**config.mk**
```make
export PLATFORM = sky130hd
export DESIGN_NAME = ctp_timer
export DESIGN_NICKNAME = d
export VERILOG_FILES = /design/src/ctp_pkg.sv /design/src/ctp_timer.sv /design/src/ctp_prescaler.sv /design/src/ctp_event_sync.sv
export VERILOG_INCLUDE_DIRS = /design/src
export SDC_FILE = /design/constraint.sdc
export NUM_CORES = 1
export LEC_CHECK = 0
export CAP_MARGIN = 0
export CORE_UTILIZATION = 60
export DETAILED_ROUTE_END_ITERATION = 8
export DONT_BUFFER_PORTS = 1
export PLACE_DENSITY_LB_ADDON = 0.3
export SETUP_SLACK_MARGIN = 0.3
export SYNTH_ARGS = -nofsm -noshare
export SYNTH_HDL_FRONTEND = slang
export SYNTH_SLANG_ARGS = --single-unit
```
**constraint.sdc**
```tcl
create_clock -name ref_clk_i -period 7 [get_ports ref_clk_i]
set_input_delay 0 -clock ref_clk_i [delete_from_list [all_inputs] [get_ports ref_clk_i]]
set_output_delay 0 -clock ref_clk_i [all_outputs]
set_load 0.005 [all_outputs]
```
**src/ctp_defines.svh**
```systemverilog
`ifndef CTP_DEFINES_SVH
`define CTP_DEFINES_SVH

// register byte offsets on the apb
`define CTP_OFS_LOWER_CTRL   8'h00
`define CTP_OFS_UPPER_CTRL   8'h04
`define CTP_OFS_PERIOD_LO    8'h08
`define CTP_OFS_PERIOD_HI    8'h0C
`define CTP_OFS_DUTY_LO      8'h10
`define CTP_OFS_DUTY_HI      8'h14
`define CTP_OFS_COUNT        8'h18
`define CTP_OFS_CONFIG       8'h1C

// upper control fields
`define CTP_UC_RUN_BIT       3
`define CTP_UC_FFINIT_BIT    7
`define CTP_UC_MODE_LSB      0
// lower control fields
`define CTP_LC_SEL_LSB       4
`define CTP_LC_FFINIT_BIT    7
// config fields
`define CTP_CFG_PSEL_BIT     0
`define CTP_CFG_SLOW_BIT     1

// reset values and counter maximum
`define CTP_RST_CTRL         8'h00
`define CTP_RST_CMP          16'hFFFF
`define CTP_CNT_MAX          16'hFFFF

// main clock and sub clock rates
`define CTP_CLK_HZ           100000000
`define CTP_SUB_HZ           32768
`define CTP_SUB_DIV          (`CTP_CLK_HZ / `CTP_SUB_HZ)

`endif

```
**src/ctp_pkg.sv**
```systemverilog
package ctp_pkg;

    // counting modes, upper control bits 2:0
    typedef enum logic [2:0] {
        CTP_MODE_TIMER = 3'h0,
        CTP_MODE_EVENT = 3'h1,
        CTP_MODE_PWM   = 3'h3
    } ctp_mode_e;

    // source clock select, lower control bits 6:4
    typedef enum logic [2:0] {
        CTP_SEL_DIV11 = 3'h0,
        CTP_SEL_DIV7  = 3'h1,
        CTP_SEL_DIV5  = 3'h2,
        CTP_SEL_DIV3  = 3'h3,
        CTP_SEL_SUB   = 3'h4,
        CTP_SEL_DIV1  = 3'h5,
        CTP_SEL_MAIN  = 3'h6,
        CTP_SEL_EXT   = 3'h7
    } ctp_sel_e;

endpackage

```
**src/ctp_timer.sv**
```systemverilog
`timescale 1ns/10ps
`include "ctp_defines.svh"

module ctp_timer #(
    parameter int SUB_DIV = `CTP_SUB_DIV
) (
    input  wire logic        ref_clk_i,
    input  wire logic        resetn_i,
    input  wire logic        psel_i,
    input  wire logic        penable_i,
    input  wire logic        pwrite_i,
    input  wire logic [7:0]  paddr_i,
    input  wire logic [31:0] pwdata_i,
    output logic      [31:0] prdata_o,
    output logic             pready_o,
    output logic             pslverr_o,
    input  wire logic        event_input_pin_i,
    output logic             pwm_out_n_o,
    output logic             match_overflow_irq_o
);
    logic       rst_a_ff;
    logic       rst_n_ff;
    logic       t1, t3, t5, t7, t11, sub, sub8, evt_fall;
    logic [7:0] lower_control_reg_ff, nxt_lower_control_reg;
    logic [7:0] upper_control_reg_ff, nxt_upper_control_reg;
    logic [1:0] cfg_ff, nxt_cfg;
    logic [15:0] period_ff, nxt_period;
    logic [15:0] duty_buf_ff, nxt_duty_buf;
    logic [15:0] duty_act_ff, nxt_duty_act;
    logic [7:0] cnt_lo_ff, nxt_cnt_lo;
    logic [7:0] cnt_hi_ff, nxt_cnt_hi;
    logic       tff_ff, nxt_tff;
    logic       nxt_irq;
    logic [31:0] nxt_prdata;
    logic       nxt_pready, nxt_pslverr;
    logic       wr, run, pwm, slow, tick, hit, ovf;
    logic [15:0] cnt;
    logic [2:0] sel;

    // reset release through two flip-flops
    always_ff @(posedge ref_clk_i or negedge resetn_i) begin
        if (!resetn_i) begin
            rst_a_ff <= 1'b0;
            rst_n_ff <= 1'b0;
        end else begin
            rst_a_ff <= 1'b1;
            rst_n_ff <= rst_a_ff;
        end
    end

    ctp_prescaler #(
        .SUB_DIV (SUB_DIV)
    ) u_psc (
        .clk_i   (ref_clk_i),
        .rst_n_i (rst_n_ff),
        .t1_o    (t1),
        .t3_o    (t3),
        .t5_o    (t5),
        .t7_o    (t7),
        .t11_o   (t11),
        .sub_o   (sub),
        .sub8_o  (sub8)
    );

    ctp_event_sync u_evt (
        .clk_i   (ref_clk_i),
        .rst_n_i (rst_n_ff),
        .pin_i   (event_input_pin_i),
        .fall_o  (evt_fall)
    );

    // decoded control state
    // run bit and mode, slow and select fields
    assign run  = upper_control_reg_ff[`CTP_UC_RUN_BIT];
    assign pwm  = (upper_control_reg_ff[2:0] == ctp_pkg::CTP_MODE_PWM);
    assign slow = cfg_ff[`CTP_CFG_SLOW_BIT];
    assign sel  = lower_control_reg_ff[`CTP_LC_SEL_LSB +: 3];
    assign cnt  = {cnt_hi_ff, cnt_lo_ff};
    assign wr   = psel_i && penable_i && pwrite_i && pready_o;
    assign hit  = (cnt == period_ff);
    assign ovf  = (cnt == `CTP_CNT_MAX);

    // count tick selection per mode and power state
    always_comb begin
        tick = 1'b0;
        case (sel)
            ctp_pkg::CTP_SEL_DIV11:
                tick = cfg_ff[`CTP_CFG_PSEL_BIT] ? sub8 : t11;
            ctp_pkg::CTP_SEL_DIV7: tick = t7;
            ctp_pkg::CTP_SEL_DIV5: tick = t5;
            ctp_pkg::CTP_SEL_DIV3: tick = t3;
            ctp_pkg::CTP_SEL_SUB:  tick = pwm && sub;
            ctp_pkg::CTP_SEL_DIV1: tick = pwm && t1;
            ctp_pkg::CTP_SEL_MAIN: tick = pwm;
            ctp_pkg::CTP_SEL_EXT:  tick = pwm && evt_fall;
            default:               tick = 1'b0;
        endcase
        if (slow && sel != ctp_pkg::CTP_SEL_EXT &&
            !(pwm && sel == ctp_pkg::CTP_SEL_SUB)) begin
            tick = sub8;
        end
        if (upper_control_reg_ff[2:0] == ctp_pkg::CTP_MODE_EVENT) begin
            tick = evt_fall;
        end
    end

    // register writes and counter next state
    always_comb begin
        nxt_lower_control_reg = lower_control_reg_ff;
        nxt_upper_control_reg = upper_control_reg_ff;
        nxt_cfg      = cfg_ff;
        nxt_period   = period_ff;
        nxt_duty_buf = duty_buf_ff;
        nxt_duty_act = duty_act_ff;
        nxt_cnt_lo   = cnt_lo_ff;
        nxt_cnt_hi   = cnt_hi_ff;
        nxt_tff      = tff_ff;
        nxt_irq      = 1'b0;
        if (wr) begin
            case (paddr_i)
                `CTP_OFS_LOWER_CTRL: nxt_lower_control_reg = pwdata_i[7:0];
                `CTP_OFS_UPPER_CTRL: begin
                    nxt_upper_control_reg = pwdata_i[7:0];
                    // init write while stopped moves pin
                    if (!run) begin
                        nxt_tff = pwdata_i[`CTP_UC_FFINIT_BIT];
                    end
                end
                `CTP_OFS_PERIOD_LO:  nxt_period[7:0]  = pwdata_i[7:0];
                `CTP_OFS_PERIOD_HI:  nxt_period[15:8] = pwdata_i[7:0];
                `CTP_OFS_DUTY_LO:    nxt_duty_buf[7:0]  = pwdata_i[7:0];
                `CTP_OFS_DUTY_HI:    nxt_duty_buf[15:8] = pwdata_i[7:0];
                `CTP_OFS_CONFIG:     nxt_cfg = pwdata_i[1:0];
                default: ;
            endcase
        end
        // stopped or non-pwm: duty taken at once
        if (!(run && pwm)) begin
            nxt_duty_act = nxt_duty_buf;
        end
        if (!run) begin
            nxt_cnt_lo = 8'h00;
            nxt_cnt_hi = 8'h00;
        end else if (tick && pwm) begin
            // toggle on duty match and overflow
            nxt_tff = tff_ff ^ (cnt == duty_act_ff) ^ ovf;
            if (ovf) begin
                nxt_cnt_lo   = 8'h00;
                nxt_cnt_hi   = 8'h00;
                nxt_irq      = 1'b1;
                nxt_duty_act = duty_buf_ff;
            end else begin
                nxt_cnt_lo = cnt_lo_ff + 8'h01;
                nxt_cnt_hi = cnt_hi_ff + {7'h00, &cnt_lo_ff};
            end
        end else if (tick) begin
            if (hit) begin
                nxt_cnt_lo = 8'h00;
                nxt_cnt_hi = 8'h00;
                nxt_irq    = 1'b1;
            end else begin
                nxt_cnt_lo = cnt_lo_ff + 8'h01;
                nxt_cnt_hi = cnt_hi_ff + {7'h00, &cnt_lo_ff};
            end
        end
    end

    // core state registers
    always_ff @(posedge ref_clk_i or negedge rst_n_ff) begin
        if (!rst_n_ff) begin
            lower_control_reg_ff <= `CTP_RST_CTRL;
            upper_control_reg_ff <= `CTP_RST_CTRL;
            cfg_ff               <= 2'h0;
            period_ff            <= `CTP_RST_CMP;
            duty_buf_ff          <= `CTP_RST_CMP;
            duty_act_ff          <= `CTP_RST_CMP;
            cnt_lo_ff            <= 8'h00;
            cnt_hi_ff            <= 8'h00;
            tff_ff               <= 1'b0;
            pwm_out_n_o          <= 1'b1;
            match_overflow_irq_o <= 1'b0;
        end else begin
            lower_control_reg_ff <= nxt_lower_control_reg;
            upper_control_reg_ff <= nxt_upper_control_reg;
            cfg_ff               <= nxt_cfg;
            period_ff            <= nxt_period;
            duty_buf_ff          <= nxt_duty_buf;
            duty_act_ff          <= nxt_duty_act;
            cnt_lo_ff            <= nxt_cnt_lo;
            cnt_hi_ff            <= nxt_cnt_hi;
            tff_ff               <= nxt_tff;
            pwm_out_n_o          <= !nxt_tff;
            match_overflow_irq_o <= nxt_irq;
        end
    end

    // apb answer: data latched in setup, ready in first access cycle
    always_comb begin
        nxt_pready  = psel_i && !penable_i;
        nxt_pslverr = 1'b0;
        nxt_prdata  = 32'h0000_0000;
        case (paddr_i)
            `CTP_OFS_LOWER_CTRL: nxt_prdata[7:0] = lower_control_reg_ff;
            `CTP_OFS_UPPER_CTRL: nxt_prdata[7:0] = upper_control_reg_ff;
            `CTP_OFS_PERIOD_LO:  nxt_prdata[7:0] = period_ff[7:0];
            `CTP_OFS_PERIOD_HI:  nxt_prdata[7:0] = period_ff[15:8];
            `CTP_OFS_DUTY_LO:    nxt_prdata[7:0] = duty_act_ff[7:0];
            `CTP_OFS_DUTY_HI:    nxt_prdata[7:0] = duty_act_ff[15:8];
            `CTP_OFS_COUNT:      nxt_prdata[15:0] = cnt;
            `CTP_OFS_CONFIG:     nxt_prdata[1:0] = cfg_ff;
            default:             nxt_pslverr = nxt_pready;
        endcase
    end

    // apb answer registers
    always_ff @(posedge ref_clk_i or negedge rst_n_ff) begin
        if (!rst_n_ff) begin
            prdata_o  <= 32'h0000_0000;
            pready_o  <= 1'b0;
            pslverr_o <= 1'b0;
        end else begin
            prdata_o  <= nxt_prdata;
            pready_o  <= nxt_pready;
            pslverr_o <= nxt_pslverr;
        end
    end
endmodule

```
**src/ctp_prescaler.sv**
```systemverilog
`timescale 1ns/10ps
`include "ctp_defines.svh"

module ctp_prescaler #(
    parameter int SUB_DIV = `CTP_SUB_DIV
) (
    input  wire logic clk_i,
    input  wire logic rst_n_i,
    output logic      t1_o,
    output logic      t3_o,
    output logic      t5_o,
    output logic      t7_o,
    output logic      t11_o,
    output logic      sub_o,
    output logic      sub8_o
);
    logic [10:0] div_ff;
    logic [15:0] sub_cnt_ff;
    logic [2:0]  sub8_ff;
    logic        sub_hit;

    // sub clock tick when the integer divider wraps
    assign sub_hit = (sub_cnt_ff == 16'(SUB_DIV - 1));

    // free running dividers, one-cycle tick per period
    always_ff @(posedge clk_i or negedge rst_n_i) begin
        if (!rst_n_i) begin
            div_ff     <= 11'h000;
            sub_cnt_ff <= 16'h0000;
            sub8_ff    <= 3'h0;
            t1_o       <= 1'b0;
            t3_o       <= 1'b0;
            t5_o       <= 1'b0;
            t7_o       <= 1'b0;
            t11_o      <= 1'b0;
            sub_o      <= 1'b0;
            sub8_o     <= 1'b0;
        end else begin
            div_ff     <= div_ff + 11'h001;
            sub_cnt_ff <= sub_hit ? 16'h0000 : sub_cnt_ff + 16'h0001;
            if (sub_hit) begin
                sub8_ff <= sub8_ff + 3'h1;
            end
            t1_o   <= &div_ff[0:0];
            t3_o   <= &div_ff[2:0];
            t5_o   <= &div_ff[4:0];
            t7_o   <= &div_ff[6:0];
            t11_o  <= &div_ff[10:0];
            sub_o  <= sub_hit;
            sub8_o <= sub_hit && (&sub8_ff);
        end
    end
endmodule

```
**src/ctp_event_sync.sv**
```systemverilog
`timescale 1ns/10ps

module ctp_event_sync (
    input  wire logic clk_i,
    input  wire logic rst_n_i,
    input  wire logic pin_i,
    output logic      fall_o
);
    logic s1_ff;
    logic s2_ff;
    logic s3_ff;
    logic lvl_ff;

    // three-stage sync, level accepted once stages two and three agree
    always_ff @(posedge clk_i or negedge rst_n_i) begin
        if (!rst_n_i) begin
            s1_ff  <= 1'b1;
            s2_ff  <= 1'b1;
            s3_ff  <= 1'b1;
            lvl_ff <= 1'b1;
            fall_o <= 1'b0;
        end else begin
            s1_ff <= pin_i;
            s2_ff <= s1_ff;
            s3_ff <= s2_ff;
            if (s2_ff == s3_ff) begin
                lvl_ff <= s3_ff;
            end
            fall_o <= (s2_ff == s3_ff) && lvl_ff && !s3_ff;
        end
    end
endmodule

```
# Yosys cells after proc, flatten, opt, wreduce, memory -nomap -nowiden
# Index checks and enable logic that the tools add are counted.
[classes]
n_addsub = 5
n_eq_ne = 23
n_mux = 36
bitwise = 2
reduce_logical = 33
[op_table]
columns = ["operator", "n"]
rows = [
  ["8-bit 2-to-1 mux", 13],
  ["16-bit 2-to-1 mux", 6],
  ["6-bit one-hot mux with 7 select lines", 1],
  ["16-bit equality test", 2],
  ["8-bit by 5-bit equality test with 1-bit output, second input constant", 4],
  ["16-bit by 1-bit adder with 16-bit output, second input constant", 1],
  ["16-bit by 12-bit equality test with 1-bit output, second input constant", 1],
  ["16-bit equality test, second input constant", 1],
  ["8-bit by 4-bit equality test with 1-bit output, second input constant", 2],
  ["2-bit one-hot mux with 8 select lines", 1],
  ["1-bit logical AND", 15],
  ["1-bit 2-to-1 mux", 14],
  ["3-bit equality test, second input constant", 4],
  ["11-bit by 1-bit adder with 11-bit output, second input constant", 1],
  ["11-bit AND reduction", 1],
  ["2-bit AND reduction", 5],
  ["3-bit by 2-bit equality test with 1-bit output, second input constant", 3],
  ["8-bit by 1-bit adder with 8-bit output", 1],
  ["8-bit by 1-bit adder with 8-bit output, second input constant", 1],
  ["8-bit by 3-bit equality test with 1-bit output, second input constant", 1],
  ["8-bit zero test", 1],
  ["1-bit one-hot mux with 8 select lines", 1],
  ["8-bit AND reduction", 1],
  ["8-bit OR reduction", 1],
  ["11 further kinds", 17],
]
[totals]
ff_bits = 147
inputBits = 46
out_inout_bits = 36
elab_cells = 131

# Depth between registers and ports, before layout
[logic_depth]
depth_word = 10
ltp_mapped = 10
ltp_nobuf = 10

# Cells and area by module
# Synthesis repeated with hierarchy kept, for this count alone.
[unflattened]
cells_unflattened = 655
area_unflattened_um2 = 7407.1
[modules_own_cells]
columns = ["module", "n_inst", "cells_each", "area_per_inst_um2", "seq_area_each_um2"]
rows = [
  ["ctp_timer", 1, 518, 5699.2, 2688.8],
  ["ctp_prescaler", 1, 130, 1559.0, 925.9],
  ["ctp_event_sync", 1, 7, 148.9, 130.1],
]

# Least setup slack after synthesis
# Ideal clock, no wire load.
[synth_timing]
kind = "reg-to-reg"
start = "reg cnt_lo_ff[0]"
end = "reg duty_act_ff[14]"
setup_ns = 0.084
arrival_time_ns = 2.057
t_required_ns = 6.916
slack_ns = 4.859
stages_incl_launch_ff = 9
path_buffers = 1
period_less_slack_ns = 2.141
cell_sequence = "dfrtp_1 > ha_1 > nand3_1 > nor3_1 > nand2_1 > a211o_1 > buf_2 > o21a_1 > o2bb2a_1"
[synth_via]
elab_chain_len = 4
[synth_lines]
columns = ["item", "line_no", "rtl"]
rows = [
  ["from (decl)", "ctp_timer.sv:30", "logic [7:0] cnt_lo_ff, nxt_cnt_lo;"],
  ["from (signal assigned)", "ctp_timer.sv:189", "cnt_lo_ff <= nxt_cnt_lo;"],
  ["16-bit equality test (no source line)", "n/a", ""],
  ["16-bit 2-to-1 mux", "ctp_timer.sv:147", "if (ovf) begin"],
  ["16-bit 2-to-1 mux", "ctp_timer.sv:144", "end else if (tick && pwm) begin"],
  ["16-bit 2-to-1 mux", "ctp_timer.sv:141", "if (!run) begin"],
  ["named net nxt_duty_act[14]", "ctp_timer.sv:29", "logic [15:0] duty_act_ff, nxt_duty_act;"],
  ["to (signal assigned)", "ctp_timer.sv:176", "duty_act_ff <= `CTP_RST_CMP;"],
  ["to (signal assigned)", "ctp_timer.sv:188", "duty_act_ff <= nxt_duty_act;"],
  ["to (decl)", "ctp_timer.sv:29", ""],
]
# The timed path passes the listed nets, and every way through them passes these cells.
# A chain may end at the register's enable or synchronous reset.

# Final worst setup path
[layout_timing]
start = "reg lower_control_reg_ff[5]"
end = "reg duty_act_ff[1]"
[layout_via]
elab_chain_len = 9
elab_cells_between_ends = 19
classes_between = "eq/ne (8); mux (5); reduce/logical (6)"
[layout_lines]
columns = ["item", "line_no", "rtl"]
rows = [
  ["from (decl)", "ctp_timer.sv:24", "logic [7:0] lower_control_reg_ff, nxt_lower_control_reg;"],
  ["from (signal assigned)", "ctp_timer.sv:171", "lower_control_reg_ff <= `CTP_RST_CTRL;"],
  ["from (signal assigned)", "ctp_timer.sv:183", "lower_control_reg_ff <= nxt_lower_control_reg;"],
  ["branches (longest 4 deep; another with 1-bit one-hot mux with 8 select lines)", "n/a", ""],
  ["1-bit 2-to-1 mux (*)", "ctp_timer.sv:98", "if (slow && sel != ctp_pkg::CTP_SEL_EXT &&"],
  ["1-bit 2-to-1 mux (*)", "ctp_timer.sv:102", "if (upper_control_reg_ff[2:0] == ctp_pkg::CTP_MODE_EVENT) begin"],
  ["1-bit logical AND (*)", "ctp_timer.sv:144", ""],
  ["16-bit 2-to-1 mux (*)", "ctp_timer.sv:144", ""],
  ["16-bit 2-to-1 mux (*)", "ctp_timer.sv:141", ""],
  ["named net nxt_duty_act[1]", "ctp_timer.sv:29", ""],
]
# Mark *: on every way through the listed nets, which the timed path passes.

==> results.json <==
{
  "r2r_end": "duty_act_ff[1]$_DFF_PN1_",
  "std_cell_rows": 39,
  "synth_xor_area_share_pct": 6.82,
  "reg2reg_depth": 6,
  "path_class": "register to register",
  "die_w_microns": 111,
  "io_pins": 82,
  "synthMuxAreaShare_pct": 11.2,
  "n_antenna_cell": 0,
  "first_global_vias": 4967,
  "ys_async_sr_fraction_pct": 100,
  "cp_num_cells": 6,
  "crit_required_ns": 7.36,
  "yosysSeqAreaShare_pct": 52.1,
  "cts.clk_slew.worst_paths_ns": 0.07,
  "cp_cell_sequence": "mux2i_1 > nand2_1 > a211oi_1 > a211o_1 > a21boi_2 > a2bb2oi_1",
  "numCtsBuffers": 17,
  "synth_cell_types": 67,
  "synth_compound_area_share_pct": 10.7,
  "post_drt_wl_per_cell_microns": 19.9,
  "start_util_pct": 62.2,
  "track_usage_pct": 27.5,
  "grt_setup_unrepaired": "false",
  "area_growth_syn_to_layout_pct": 10.3,
  "worst_clock_skew_ns": 0.00729,
  "grt_antenna_before_repair": 0,
  "drt_iter0_markers": 362,
  "p_leak_nw": 3.66,
  "seq_area_sq_um": 3750,
  "regToRegSetupSlack_ns": 4.10,
  "start_kind": "register",
  "max-cap-violations": 0,
  "yosysWarnings": 0,
  "clock_latency_ns": 0.43,
  "fmax_mhz": 345,
  "crit_family": "compound AO/OA/AOI/OAI gates",
  "hold_viol": 0,
  "vias_per_cell": 6.16,
  "grt_pass1_wl_mm": 25.9,
  "slew_viol_final": 0,
  "wl_mm": 15.6,
  "fill_cells": 821,
  "worst_pin_slew_ns": 1.15,
  "synth_area_sq_um": 7190,
  "fp.dieArea_sq_um": 12400,
  "core_area_sq_um": 11600,
  "cts_buffer_depth": 2,
  "cts_tree": "done",
  "layout_commonest_cell": "dfrtp_1",
  "place_congestion": 0.873,
  "cpPeakStageDelay_ns": 0.62,
  "io_buffers": 0,
  "fin_crit_ns": 2.90,
  "holdCritStartpoint": "paddr_i[4]",
  "synth_flop_cell": "dfrtp_1",
  "drc_errors": 4,
  "clock-sinks": 147,
  "synth_edf_count": 0,
  "crit_fanout": 18,
  "die_h_microns": 111,
  "synthAdderAreaFrac_pct": 1.88,
  "hp-class": "input port to register",
  "root_buffer": "clkbuf_16",
  "violations": "design-rule violations",
  "slew_headroom_pct": 23.1,
  "worst_hold_slack_ns": 0.0227,
  "worst-path-buf-inv": 0,
  "via_count": 4836,
  "syn_avg_cell_area_sq_um": 11.5,
  "finalSetupViolations": 0,
  "final_cell_mix": "dfrtp_1 (93), mux2_2 (58), dfstp_2 (53), nand2_1 (46), nor2_1 (36)",
  "netlist_instances": 627,
  "synthSimpleGateAreaFrac_pct": 12.6,
  "final_nets": 685,
  "status": "complete, but fails checks",
  "layout-drive-gt1-share_pct": 25.2,
  "grt_start_max_net_pins": 53,
  "multiInputGateArea_sq_um": 3170,
  "worst_setup_path_startpoint": "lower_control_reg_ff[5]$_DFFE_PN0P_",
  "period_share_pct": 41.4,
  "power_w": 0.00182,
  "cts_max_level": 4,
  "ant_nets": 0,
  "reg2reg_from": "lower_control_reg_ff[5]$_DFFE_PN0P_",
  "fin_util_pct": 68.6,
  "dp_hpwl_mm": 10.7,
  "fin_setup_tns_ns": 0,
  "peakVddDrop_mv": 0.346,
  "powerDensity_nw_per_um2": 229,
  "end_kind": "register",
  "grt.overflow.total": 0,
  "synth_seq_cells": 147,
  "synth_top_family_by_area": "simple AND/OR/NAND/NOR gates",
  "drtPass1Iterations": 7,
  "critical_path.slowest_cell": "a211o_1",
  "crit_end": "duty_act_ff[1]$_DFF_PN1_",
  "arrival_ns": 3.26
}
flip-flops by register name, indices dropped and copies added (netlist names), 2 cells and up:
register,cells
period_ff,16
cnt_lo_ff,8
cfg_ff,2
u_psc.sub8_ff,3
cnt_hi_ff,8
u_psc.div_ff,11
lower_control_reg_ff,8
u_psc.sub_cnt_ff,16
duty_buf_ff,16
prdata_o,16
upper_control_reg_ff,8
duty_act_ff,16
cells by family (layout without fill, tap and decap cells):
| kind of cell | after synthesis | in the layout |
|---|---|---|
| compound gates | 100 | 100 |
| simple gates | 175 | 175 |
| xor+xnor | 56 | 56 |
| other cells | 2 | 17 |
| buf+inv | 64 | 64 |
| flops | 147 | 147 |
| mux | 72 | 72 |
| fa+ha+maj | 11 | 11 |
final cells by class:
cell class / instances / share of cell area (%)
clock inverter: 15 / 2.02
sequential: 147 / 47.2
clock buffer: 17 / 5.36
inverter: 8 / 0.378
timing repair buffer: 24 / 2.84
multi-input combinational: 431 / 39.9
tap: 143 / 2.25
where the power goes:
group	switching (W)	internal, W
Sequential	0.00000886	0.000859
Combinational	0.0000319	0.0000165
Clock	0.000394	0.000505
Total	0.000435	0.00138
what timing repair did:
item,CTS,global route
hold endpoints to repair,89,0
buffers inserted,0,0
hold buffers,18,0
gates resized for setup,0,0
how the worst min path moves through the flow:
stage	endpoint	slack, ns	cells after the start
final	prdata_o[1]$_DFF_PN0_	0.02	3
after global routing	duty_buf_ff[11]$_DFF_PN1_	0.03	3
after CTS	prdata_o[7]$_DFF_PN0_	0.01	3
after detailed placement	rst_a_ff$_DFF_PN0_	-0.30	0
after global placement	rst_a_ff$_DFF_PN0_	-0.30	0
after floorplan	rst_a_ff$_DFF_PN0_	-0.30	0
routing by layer:
layer	vias up	track usage [%]	part of all wire [%]
met4	0	14.8	3.7
li1	2219	-	-
met3	32	6.48	5.5
met5	-	0	0
met2	186	44.9	49
met1	2399	34.0	41
per-stage QoR:
stage          worst slack [ns]  cells  instance area [sq um]
4_1_cts                    4.14    785                   7940
2_1_floorplan              2.69    642                   7250
3_5_place_dp               4.14    735                   7170
6_report                   4.10    785                   7940
3_3_place_gp               4.20    735                   7170
5_1_grt                    3.85    785                   7940
tightest hold or removal path, stage by stage:
cell and delay (ns):
mux4_2 0.19, o21ai_0 0.08, and2_1 0.15
synthesized netlist by cell type (3+ instances only):
library cell  number  area, sq um
ha_1              10          125
nand3_1           23          115
buf_1              4         15.0
clkbuf_1          20         75.1
dfrtp_1           94         2350
nor3_1             9         45.0
and2_1            10         62.6
o22ai_1           25          156
a31oi_1            3         18.8
nor2_1            36          135
a21o_1             5         37.5
xnor2_1           30          263
buf_2             13         65.1
inv_1              8         30.0
xor2_1            26          228
o21ai_0           11         55.1
and3_1             9         56.3
nor4_1             4         25.0
nor3b_1            6         45.0
dfstp_2           53         1390
a22o_1            12          105
buf_4             17          128
nand2_1           46          173
nand4_1           11         68.8
a2bb2oi_1         14          123
a221o_1            6         60.1
mux2i_1           13          130
mux2_2            58          653
nor2b_1            5         31.3
a21oi_1            3         15.0
Note: power is estimated with default switching activity, not from simulation.
